`config.mk`:
```
export PLATFORM = sky130hd
export DESIGN_NAME = ptsic_top
export DESIGN_NICKNAME = d
export VERILOG_FILES = /design/src/design/ptsic_pkg.sv /design/src/design/ptsic_tag_fifo.sv /design/src/design/ptsic_top.sv
export SDC_FILE = /design/constraint.sdc
export NUM_CORES = 1
export LEC_CHECK = 0
export ABC_AREA = 1
export ABC_CLOCK_PERIOD_IN_PS = 4300
export BUFFER_PORTS_ARGS = -buffer_cell sky130_fd_sc_hd__buf_2
export CAP_MARGIN = 20
export CORE_MARGIN = 2
export CORE_UTILIZATION = 45
export CTS_BUF_LIST = sky130_fd_sc_hd__clkbuf_2 sky130_fd_sc_hd__clkbuf_4 sky130_fd_sc_hd__clkbuf_8
export CTS_CLUSTER_SIZE = 10
export DETAILED_ROUTE_END_ITERATION = 8
export GPL_TIMING_DRIVEN = 0
export PLACE_DENSITY = 0.71
export SETUP_SLACK_MARGIN = 0.2
export SLEW_MARGIN = 20
export SYNTH_ARGS = -nofsm -noshare
export SYNTH_HDL_FRONTEND = slang
export SYNTH_SLANG_ARGS = --single-unit
```
`constraint.sdc`:
```
create_clock -name clk_i -period 4.3 [get_ports clk_i]
set_clock_uncertainty 0.2 [all_clocks]
set_input_delay 0.43 -clock clk_i [delete_from_list [all_inputs] [get_ports clk_i]]
set_output_delay 0.43 -clock clk_i [all_outputs]
set_load 0.01 [all_outputs]
```
`src/design/ptsic_pkg.sv`:
```
package ptsic_pkg;
   // ****************************************************************
   // field widths
   // ****************************************************************
   localparam int unsigned OFFS_W    = 16;   // insertion and checksum offsets
   localparam int unsigned TAG_W     = 16;   // timestamp tag
   localparam int unsigned TIMER_W   = 80;   // system timer and timestamps
   localparam int unsigned LANE_W    = 5;    // pcs lane number
   localparam int unsigned SEG_W     = 4;    // local bus segments
   localparam int unsigned ADJ_W     = 16;   // lane adjustment amount
   localparam int unsigned FIFO_AW   = 2;    // tag fifo index width
   localparam int unsigned FIFO_D    = 4;    // tag fifo depth
   localparam int unsigned WB_AW     = 8;    // wishbone byte address width

   // ****************************************************************
   // operation select encoding
   // ****************************************************************
   localparam logic [1:0] OP_NONE    = 2'h0;
   localparam logic [1:0] OP_ONE     = 2'h1;
   localparam logic [1:0] OP_TWO     = 2'h2;
   localparam logic [1:0] OP_RSVD    = 2'h3;

   // ****************************************************************
   // register byte offsets
   // ****************************************************************
   localparam logic [WB_AW-1:0] REG_CTRL   = 8'h00;
   localparam logic [WB_AW-1:0] REG_STATUS = 8'h04;
   localparam logic [WB_AW-1:0] REG_MASK   = 8'h08;
   localparam logic [WB_AW-1:0] REG_STEP   = 8'h0c;
   localparam logic [WB_AW-1:0] REG_RXTS0  = 8'h10;
   localparam logic [WB_AW-1:0] REG_RXTS1  = 8'h14;
   localparam logic [WB_AW-1:0] REG_RXTS2  = 8'h18;

   // ****************************************************************
   // field positions
   // ****************************************************************
   localparam int unsigned CTRL_LANE_ADJ = 0;  // lane adjustment enable
   localparam int unsigned CTRL_TC_MODE  = 1;  // transparent clock mode
   localparam int unsigned ST_WR_ERR     = 0;  // tag write error event
   localparam int unsigned ST_RD_ERR     = 1;  // tag read error event
   localparam int unsigned ST_RX_TS      = 2;  // receive timestamp captured
   localparam int unsigned ST_W          = 3;

   // ****************************************************************
   // reset values
   // ****************************************************************
   localparam logic [1:0]       CTRL_RST = 2'h0;
   localparam logic [ST_W-1:0]  MASK_RST = 3'h0;
   localparam logic [ADJ_W-1:0] STEP_RST = 16'h0000;
endpackage : ptsic_pkg

```
`src/design/ptsic_tag_fifo.sv`:
```
`timescale 1ns/100ps
module ptsic_tag_fifo
   import ptsic_pkg::*;
(
   input  wire logic             clk_i,
   input  wire logic             rst_i,
   input  wire logic             ce_i,
   input  wire logic             push_i,
   input  wire logic [TAG_W-1:0] push_tag_i,
   input  wire logic             pop_i,
   output logic                  valid_o,
   output logic [TAG_W-1:0]      tag_o,
   output logic                  wr_err_o,
   output logic                  rd_err_o
);
   logic [TAG_W-1:0]   mem_ff [FIFO_D];
   logic [TAG_W-1:0]   nxt_mem [FIFO_D];
   logic [FIFO_AW-1:0] wr_ptr_ff, nxt_wr_ptr;
   logic [FIFO_AW-1:0] rd_ptr_ff, nxt_rd_ptr;
   logic [FIFO_AW:0]   cnt_ff, nxt_cnt;
   logic               full, empty, do_push, do_pop;

   // ****************************************************************
   // next state
   // ****************************************************************
   always_comb begin
      full       = (cnt_ff == FIFO_D[FIFO_AW:0]);
      empty      = (cnt_ff == '0);
      do_pop     = pop_i & ~empty;
      do_push    = push_i & (~full | do_pop);
      nxt_mem    = mem_ff;
      nxt_wr_ptr = wr_ptr_ff;
      nxt_rd_ptr = rd_ptr_ff;
      nxt_cnt    = cnt_ff;
      if (do_push) begin
         nxt_mem[wr_ptr_ff] = push_tag_i;
         nxt_wr_ptr         = wr_ptr_ff + 1'b1;
      end
      if (do_pop) begin
         nxt_rd_ptr = rd_ptr_ff + 1'b1;
      end
      nxt_cnt  = cnt_ff + {{FIFO_AW{1'b0}}, do_push} - {{FIFO_AW{1'b0}}, do_pop};
      wr_err_o = push_i & ~do_push;   // tag dropped: fifo full
      rd_err_o = pop_i & empty;       // tag requested from empty fifo
   end

   // ****************************************************************
   // registers
   // ****************************************************************
   always_ff @(posedge clk_i) begin
      if (rst_i) begin
         wr_ptr_ff <= '0;
         rd_ptr_ff <= '0;
         cnt_ff    <= '0;
         for (int i = 0; i < FIFO_D; i++) begin
            mem_ff[i] <= '0;
         end
      end else if (ce_i) begin
         wr_ptr_ff <= nxt_wr_ptr;
         rd_ptr_ff <= nxt_rd_ptr;
         cnt_ff    <= nxt_cnt;
         mem_ff    <= nxt_mem;
      end
   end

   assign valid_o = (cnt_ff != '0);
   assign tag_o   = mem_ff[rd_ptr_ff];
endmodule : ptsic_tag_fifo

```
`src/design/ptsic_top.sv`:
```
// Behaviour
// - single-step timestamp inserted at client byte offset
// - offset ignored for no-op and two-step
// - full sixteen-bit offset, covers jumbo frames
// - lane adjust on: correct by sop lane
// - lane adjust touches single-step frames only
// - tag write error sticky until tx reset
// - tag read error sticky until tx reset
// - rx timestamp valid with local bus sop
// - rx timestamp keeps timer input layout
// - operation select decode, reserved acts as none
// - checksum update bit requests udp recalculation on single-step frames only
`timescale 1ns/100ps
module ptsic_top
   import ptsic_pkg::*;
(
   input  wire logic               clk_i,
   input  wire logic               rst_i,
   input  wire logic               ce_i,
   // wishbone slave
   input  wire logic               wb_cyc_i,
   input  wire logic               wb_stb_i,
   input  wire logic               wb_we_i,
   input  wire logic [WB_AW-1:0]   wb_adr_i,
   input  wire logic [3:0]         wb_sel_i,
   input  wire logic [31:0]        wb_dat_i,
   output logic [31:0]             wb_dat_o,
   output logic                    wb_ack_o,
   output logic                    irq_o,
   // transmit per-frame controls
   input  wire logic               tx_path_rst_i,
   input  wire logic               tx_sop_i,
   input  wire logic [LANE_W-1:0]  tx_sop_lane_i,
   input  wire logic [1:0]         tx_timestamp_op_sel_i,
   input  wire logic [OFFS_W-1:0]  tx_tstamp_offset_i,
   input  wire logic [TAG_W-1:0]   tx_tag_i,
   input  wire logic               tx_upd_chksum_i,
   input  wire logic [OFFS_W-1:0]  tx_chksum_offset_i,
   input  wire logic               tx_tag_pop_i,
   // transmit insertion command to the frame editor
   output logic                    tx_ins_valid_o,
   output logic [OFFS_W-1:0]       tx_ins_offset_o,
   output logic                    tx_ins_corr_o,
   output logic                    tx_ins_chksum_o,
   output logic [OFFS_W-1:0]       tx_ins_chksum_offset_o,
   output logic [ADJ_W-1:0]        tx_ins_adjust_o,
   output logic                    tx_two_step_o,
   // transmit tag return and error status
   output logic                    tx_tag_valid_o,
   output logic [TAG_W-1:0]        tx_tag_o,
   output logic                    tx_fifo_write_error_o,
   output logic                    tx_fifo_read_error_o,
   // receive timestamp
   input  wire logic [TIMER_W-1:0] rx_systemtimer_i,
   input  wire logic               rx_capture_i,
   input  wire logic [LANE_W-1:0]  rx_capture_lane_i,
   input  wire logic [SEG_W-1:0]   rx_sop_seg_i,
   output logic [TIMER_W-1:0]      rx_tstamp_o,
   output logic [LANE_W-1:0]       rx_pcslane_o,
   output logic                    rx_tstamp_valid_o
);
   // ****************************************************************
   // helpers
   // ****************************************************************
   function automatic logic op_is_one(input logic [1:0] op);
      return (op == OP_ONE);
   endfunction : op_is_one

   function automatic logic op_is_two(input logic [1:0] op);
      return (op == OP_TWO);
   endfunction : op_is_two

   function automatic logic [ADJ_W-1:0] lane_adjust(input logic [LANE_W-1:0] lane,
                                                    input logic [ADJ_W-1:0]  step);
      logic [ADJ_W+LANE_W-1:0] prod;
      prod = step * lane;
      return prod[ADJ_W-1:0];
   endfunction : lane_adjust

   // ****************************************************************
   // declarations
   // ****************************************************************
   logic [1:0]         ctrl_ff,   nxt_ctrl;
   logic [ST_W-1:0]    status_ff, nxt_status;
   logic [ST_W-1:0]    mask_ff,   nxt_mask;
   logic [ADJ_W-1:0]   step_ff,   nxt_step;
   logic               ack_ff,    nxt_ack;
   logic [31:0]        rdat_ff,   nxt_rdat;
   logic               ins_valid_ff, nxt_ins_valid;
   logic [OFFS_W-1:0]  ins_offset_ff, nxt_ins_offset;
   logic               ins_corr_ff, nxt_ins_corr;
   logic               ins_chk_ff, nxt_ins_chk;
   logic [OFFS_W-1:0]  ins_chk_off_ff, nxt_ins_chk_off;
   logic [ADJ_W-1:0]   ins_adj_ff, nxt_ins_adj;
   logic               two_ff, nxt_two;
   logic               wr_err_ff, nxt_wr_err;
   logic               rd_err_ff, nxt_rd_err;
   logic [TIMER_W-1:0] rx_ts_ff, nxt_rx_ts;
   logic [LANE_W-1:0]  rx_lane_ff, nxt_rx_lane;
   logic               rx_have_ff, nxt_rx_have;
   logic               bus_req, bus_wr;
   logic               tx_take, tag_push;
   logic               fifo_wr_err, fifo_rd_err;
   logic               fifo_rst;

   assign bus_req  = wb_cyc_i & wb_stb_i & ~ack_ff;
   assign bus_wr   = bus_req & wb_we_i;
   assign tx_take  = tx_sop_i;
   assign tag_push = tx_take & (op_is_one(tx_timestamp_op_sel_i) | op_is_two(tx_timestamp_op_sel_i));
   assign fifo_rst = rst_i | tx_path_rst_i;

   // ****************************************************************
   // tag fifo
   // ****************************************************************
   ptsic_tag_fifo u_tag_fifo (
      .clk_i      (clk_i),
      .rst_i      (fifo_rst),
      .ce_i       (ce_i),
      .push_i     (tag_push),
      .push_tag_i (tx_tag_i),
      .pop_i      (tx_tag_pop_i),
      .valid_o    (tx_tag_valid_o),
      .tag_o      (tx_tag_o),
      .wr_err_o   (fifo_wr_err),
      .rd_err_o   (fifo_rd_err)
   );

   // ****************************************************************
   // register file next state
   // ****************************************************************
   always_comb begin
      nxt_ctrl   = ctrl_ff;
      nxt_mask   = mask_ff;
      nxt_step   = step_ff;
      nxt_status = status_ff;
      nxt_ack    = bus_req;
      nxt_rdat   = 32'h0000_0000;
      // write-one-to-clear first, hardware set afterwards so a set wins
      if (bus_wr && wb_adr_i == REG_STATUS && wb_sel_i[0]) begin
         nxt_status = status_ff & ~wb_dat_i[ST_W-1:0];
      end
      if (bus_wr && wb_sel_i[0]) begin
         if (wb_adr_i == REG_CTRL) begin
            nxt_ctrl = wb_dat_i[1:0];
         end else if (wb_adr_i == REG_MASK) begin
            nxt_mask = wb_dat_i[ST_W-1:0];
         end
      end
      if (bus_wr && wb_adr_i == REG_STEP) begin
         if (wb_sel_i[0]) begin
            nxt_step[7:0] = wb_dat_i[7:0];
         end
         if (wb_sel_i[1]) begin
            nxt_step[15:8] = wb_dat_i[15:8];
         end
      end
      if (fifo_wr_err) begin
         nxt_status[ST_WR_ERR] = 1'b1;
      end
      if (fifo_rd_err) begin
         nxt_status[ST_RD_ERR] = 1'b1;
      end
      if (rx_capture_i) begin
         nxt_status[ST_RX_TS] = 1'b1;
      end
      // read data mux, unmapped addresses read zero
      if (bus_req && !wb_we_i) begin
         if (wb_adr_i == REG_CTRL) begin
            nxt_rdat = {30'h0, ctrl_ff};
         end else if (wb_adr_i == REG_STATUS) begin
            nxt_rdat = {29'h0, status_ff};
         end else if (wb_adr_i == REG_MASK) begin
            nxt_rdat = {29'h0, mask_ff};
         end else if (wb_adr_i == REG_STEP) begin
            nxt_rdat = {16'h0, step_ff};
         end else if (wb_adr_i == REG_RXTS0) begin
            nxt_rdat = rx_ts_ff[31:0];
         end else if (wb_adr_i == REG_RXTS1) begin
            nxt_rdat = rx_ts_ff[63:32];
         end else if (wb_adr_i == REG_RXTS2) begin
            nxt_rdat = {16'h0, rx_ts_ff[79:64]};
         end
      end
   end

   // ****************************************************************
   // register file registers
   // ****************************************************************
   always_ff @(posedge clk_i) begin
      if (rst_i) begin
         ctrl_ff   <= CTRL_RST;
         mask_ff   <= MASK_RST;
         step_ff   <= STEP_RST;
         status_ff <= '0;
         ack_ff    <= 1'b0;
         rdat_ff   <= 32'h0000_0000;
      end else if (ce_i) begin
         ctrl_ff   <= nxt_ctrl;
         mask_ff   <= nxt_mask;
         step_ff   <= nxt_step;
         status_ff <= nxt_status;
         ack_ff    <= nxt_ack;
         rdat_ff   <= nxt_rdat;
      end
   end

   // ****************************************************************
   // transmit command next state
   // ****************************************************************
   always_comb begin
      nxt_ins_valid   = 1'b0;
      nxt_ins_offset  = ins_offset_ff;
      nxt_ins_corr    = ins_corr_ff;
      nxt_ins_chk     = ins_chk_ff;
      nxt_ins_chk_off = ins_chk_off_ff;
      nxt_ins_adj     = ins_adj_ff;
      nxt_two         = 1'b0;
      if (tx_take) begin
         nxt_two = op_is_two(tx_timestamp_op_sel_i);
         if (op_is_one(tx_timestamp_op_sel_i)) begin
            nxt_ins_valid   = 1'b1;
            nxt_ins_offset  = tx_tstamp_offset_i;
            nxt_ins_corr    = ctrl_ff[CTRL_TC_MODE];
            nxt_ins_chk     = tx_upd_chksum_i;
            nxt_ins_chk_off = tx_upd_chksum_i ? tx_chksum_offset_i : '0;
            nxt_ins_adj     = ctrl_ff[CTRL_LANE_ADJ] ?
                              lane_adjust(tx_sop_lane_i, step_ff) : '0;
         end else begin
            // offset and adjustment unused outside single-step
            nxt_ins_offset  = '0;
            nxt_ins_corr    = 1'b0;
            nxt_ins_chk     = 1'b0;
            nxt_ins_chk_off = '0;
            nxt_ins_adj     = '0;
         end
      end
   end

   // ****************************************************************
   // transmit command registers
   // ****************************************************************
   always_ff @(posedge clk_i) begin
      if (rst_i || tx_path_rst_i) begin
         ins_valid_ff   <= 1'b0;
         ins_offset_ff  <= '0;
         ins_corr_ff    <= 1'b0;
         ins_chk_ff     <= 1'b0;
         ins_chk_off_ff <= '0;
         ins_adj_ff     <= '0;
         two_ff         <= 1'b0;
      end else if (ce_i) begin
         ins_valid_ff   <= nxt_ins_valid;
         ins_offset_ff  <= nxt_ins_offset;
         ins_corr_ff    <= nxt_ins_corr;
         ins_chk_ff     <= nxt_ins_chk;
         ins_chk_off_ff <= nxt_ins_chk_off;
         ins_adj_ff     <= nxt_ins_adj;
         two_ff         <= nxt_two;
      end
   end

   // ****************************************************************
   // sticky tag fifo errors, cleared only by rst_i or a tx path reset
   // ****************************************************************
   always_comb begin
      nxt_wr_err = wr_err_ff | fifo_wr_err;
      nxt_rd_err = rd_err_ff | fifo_rd_err;
   end

   always_ff @(posedge clk_i) begin
      if (rst_i || tx_path_rst_i) begin
         wr_err_ff <= 1'b0;
         rd_err_ff <= 1'b0;
      end else if (ce_i) begin
         wr_err_ff <= nxt_wr_err;
         rd_err_ff <= nxt_rd_err;
      end
   end

   // ****************************************************************
   // receive timestamp capture
   // ****************************************************************
   always_comb begin
      nxt_rx_ts   = rx_ts_ff;
      nxt_rx_lane = rx_lane_ff;
      nxt_rx_have = rx_have_ff;
      if (rx_capture_i) begin
         nxt_rx_ts   = rx_systemtimer_i;
         nxt_rx_lane = rx_capture_lane_i;
         nxt_rx_have = 1'b1;
      end else if (|rx_sop_seg_i) begin
         nxt_rx_have = 1'b0;                              // consumed by the sop
      end
   end

   always_ff @(posedge clk_i) begin
      if (rst_i) begin
         rx_ts_ff   <= '0;
         rx_lane_ff <= '0;
         rx_have_ff <= 1'b0;
      end else if (ce_i) begin
         rx_ts_ff   <= nxt_rx_ts;
         rx_lane_ff <= nxt_rx_lane;
         rx_have_ff <= nxt_rx_have;
      end
   end

   // ****************************************************************
   // outputs
   // ****************************************************************
   assign wb_dat_o               = rdat_ff;
   assign wb_ack_o               = ack_ff;
   assign irq_o                  = |(status_ff & mask_ff);
   assign tx_ins_valid_o         = ins_valid_ff;
   assign tx_ins_offset_o        = ins_offset_ff;
   assign tx_ins_corr_o          = ins_corr_ff;
   assign tx_ins_chksum_o        = ins_chk_ff;
   assign tx_ins_chksum_offset_o = ins_chk_off_ff;
   assign tx_ins_adjust_o        = ins_adj_ff;
   assign tx_two_step_o          = two_ff;
   assign tx_fifo_write_error_o  = wr_err_ff;
   assign tx_fifo_read_error_o   = rd_err_ff;
   assign rx_tstamp_o            = rx_ts_ff;
   assign rx_pcslane_o           = rx_lane_ff;
   assign rx_tstamp_valid_o      = rx_have_ff & (|rx_sop_seg_i);
endmodule : ptsic_top

```
==> flow_summary.json <==
{
  "cts_buffers": 46,
  "wire_per_inst_um": 17.0,
  "async_flop_share_pct": 0,
  "drtPass1Iterations": 5,
  "layout.nets": 2620,
  "dpl_cell_area_um2": 15300,
  "cp.arrival_ns": 3.92,
  "rsz0062_at_grt": "no",
  "crit_path_end_kind": "register",
  "grt_pass1_vias": 14379,
  "cts_resized": 0,
  "place_hpwl_mm": 34.3,
  "hold_slack_ns": 0.0181,
  "clk_pin_slew_ns": 0.06,
  "dp.cells": 2543,
  "netlist_instances": 1790,
  "grt_pass1_wl_mm": 73.8,
  "crit_fanout": 6,
  "drcViolationCount": 0,
  "clock_latency_ns": 0.57,
  "chipHeight_um": 174,
  "cts_setup_buffers": 0,
  "cts_hold_repair.buffers": 152,
  "drtIter0Drc": 1008,
  "cts_tree": "yes",
  "start_util_pct": 45.5,
  "gp_congestion": 0.913,
  "critical_path_class": "reg2reg",
  "maxSlewHeadroom_pct": 49.6,
  "cts-root-buf": "clkbuf_8",
  "clkSinkCount": 268,
  "drt-total-wl_mm": 47.2,
  "layout-drive-gt1-share_pct": 21.9,
  "antenna_found_initial": 2,
  "io_buffer_count": 369,
  "synth_seq_cells": 268,
  "yosysTopAreaCellShare_pct": 41.3,
  "grtUsageTotal_pct": 30.4,
  "h-tree-depth": 2,
  "synth_top_area_cell": "dfxtp_1",
  "start_kind": "register",
  "top_level_ports": 390,
  "postSynthNetCount": 2051,
  "leakagePower_nw": 8.41,
  "netlist_area_um2": 13000,
  "synth_ff_type": "dfxtp_1",
  "via_per_inst": 5.17,
  "hold_violations": 0,
  "dieArea_um2": 30300,
  "finalSetupViolations": 0,
  "synth.area.top_cells": "dfxtp_1 41%, nand2_1 11%, a21oi_1 8.7%",
  "status": "complete, no violations",
  "num_rows": 62,
  "setup_tns_ns": 0,
  "cap_violations": 0,
  "cp.required_ns": 4.49,
  "synthToLayoutAreaGrowth_pct": 37.1,
  "final_area_um2": 17800,
  "worstMarginPinSlew_ns": 0.756,
  "avgSynthCellArea_um2": 7.26,
  "p_per_area_nw_per_um2": 319,
  "grt_max_degree": 14,
  "die_x_um": 174,
  "fillers": 2622,
  "drtAntennaViolNets": 0,
  "min_period_over_period_pct": 86.8,
  "synth_edf_count": 0,
  "ys_seq_area_share_pct": 41.3,
  "fin_cells": 2776,
  "clock_path_buffers": 3,
  "vias": 14348,
  "ys_warn_count": 0,
  "ys_types": 45,
  "core_um2": 28500,
  "drv_slew": 0,
  "min_period_ns": 3.73,
  "grt_overflow_total": 0,
  "max_freq_mhz": 268,
  "vdd_drop_max_mv": 0.217,
  "min_path_type": "in2reg"
}
registers in the layout, indices dropped and copies added (netlist names), 2 cells and up:
register / flops
rx_tstamp_o: 80
tx_ins_offset_o: 16
u_tag_fifo.wr_ptr_ff: 2
step_ff: 16
tx_ins_adjust_o: 16
tx_ins_chksum_offset_o: 16
u_tag_fifo.cnt_ff: 3
ctrl_ff: 2
u_tag_fifo.mem_ff: 64
status_ff: 3
u_tag_fifo.rd_ptr_ff: 2
rx_pcslane_o: 5
mask_ff: 3
wb_dat_o: 32
layer usage:
metal,vias to the layer above,wire [µm],global-route usage (%)
met3,142,3620,5.82
met1,6582,18400,34.6
li1,6912,-,-
met2,712,22700,53.5
met4,0,2560,16.8
met5,-,0,0
cell usage after synthesis (5+ instances only):
cell type  instances
a21oi_1          225
a21oi_2            5
a22oi_1           18
buf_2             18
buf_4              6
clkbuf_1          64
dfxtp_1          268
fa_1              36
ha_1              26
inv_1            213
inv_2             12
nand2_1          394
nand2_2            6
nand2_4            6
nand3_1           68
nand4_1            5
nor2_1           166
nor2_2             8
o2111ai_1         12
o21ai_0          153
o21ai_1            9
o22ai_1           27
final timing paths:
path | startpoint | to | slack (ns) | cells after the start
max | step_ff[2]$_SDFFE_PP0P_ | tx_ins_adjust_o[10]$_SDFFE_PP0P_ | 0.57 | 15
min reg2reg | u_tag_fifo.mem_ff[21]$_SDFFE_PP0P_ | u_tag_fifo.mem_ff[21]$_SDFFE_PP0P_ | 0.25 | 2
min | wb_dat_i[1] | ctrl_ff[1]$_SDFFE_PP0P_ | 0.02 | 3
max reg2reg | step_ff[2]$_SDFFE_PP0P_ | tx_ins_adjust_o[10]$_SDFFE_PP0P_ | 0.57 | 15
placed cells by master (no fill, tap or decap), types with 3 or more instances in the layout:
cell | netlist | final
clkbuf_8 | 0 | 54
o21ai_0 | 153 | 153
o21ai_1 | 9 | 9
inv_2 | 12 | 12
o21bai_1 | 3 | 3
buf_6 | 4 | 4
inv_1 | 213 | 213
nand2_1 | 394 | 394
nand2_2 | 6 | 6
nor2_2 | 8 | 8
nor2_1 | 166 | 166
nand3_1 | 68 | 68
buf_2 | 18 | 387
o2111ai_1 | 12 | 12
o22ai_1 | 27 | 27
a21boi_0 | 4 | 4
dlygate4sd3_1 | 0 | 152
clkbuf_1 | 64 | 64
a21oi_2 | 5 | 5
nand2_4 | 6 | 6
nor3_1 | 3 | 3
nand4_1 | 5 | 5
buf_1 | 4 | 4
dfxtp_1 | 268 | 268
ha_1 | 26 | 26
fa_1 | 36 | 36
clkinv_2 | 3 | 8
a22oi_1 | 18 | 18
a21oi_1 | 225 | 225
buf_4 | 6 | 6
clkbuf_4 | 0 | 15
worst max-delay path, cell delays in order (launching register included):
cell     delay [ns]
dfxtp_1        0.45
nand2_1        0.08
inv_1          0.08
fa_1           0.44
fa_1           0.49
inv_1          0.05
fa_1           0.47
inv_1          0.04
ha_1           0.33
a21oi_1        0.21
nand2_1        0.13
nand3_1        0.09
nand2_1        0.09
o21ai_0        0.23
a21o_1         0.12
a21oi_1        0.05
final cells by class:
type / count / area, µm² / area share (%)
plain buffers: 96 / 435 / 2.44
flip-flops and latches: 268 / 5370 / 30.1
well taps: 384 / 480 / 2.70
clock inverters: 10 / 116 / 0.653
repair buffers: 521 / 3370 / 18.9
diodes: 2 / 5.00 / 0.0281
inverters: 231 / 878 / 4.93
clock buffers: 69 / 856 / 4.80
multi-input cells: 1195 / 6320 / 35.4
cells by family after synthesis:
kind of cell	count (synthesis)	synth area share (%)
DFF	268	41.3
AOI/OAI and AO/OA	464	19.3
xor gates and xnor gates	1	0.0674
buffers and inverters	327	10.1
and+or+nand+nor	668	21.2
adders and majority gates	62	8.05
power by group:
part / switching (W) / total [W] / internal, W
Clock: 0.00106 / 0.00246 / 0.00139
Sequential: 0.0000499 / 0.00260 / 0.00255
Combinational: 0.000359 / 0.000626 / 0.000267
through the flow:
step	power (W)	utilization [%]	setup slack [ns]
global route	0.00588	62.4	0.246
CTS	0.00568	62.4	0.600
detailed placement	0.00315	53.7	-0.0205
floorplan	0.00288	-	0.687
global placement	0.00314	53.7	0.0489
finish	0.00568	62.4	0.568
No activity file was read; power rests on OpenSTA's default activity.
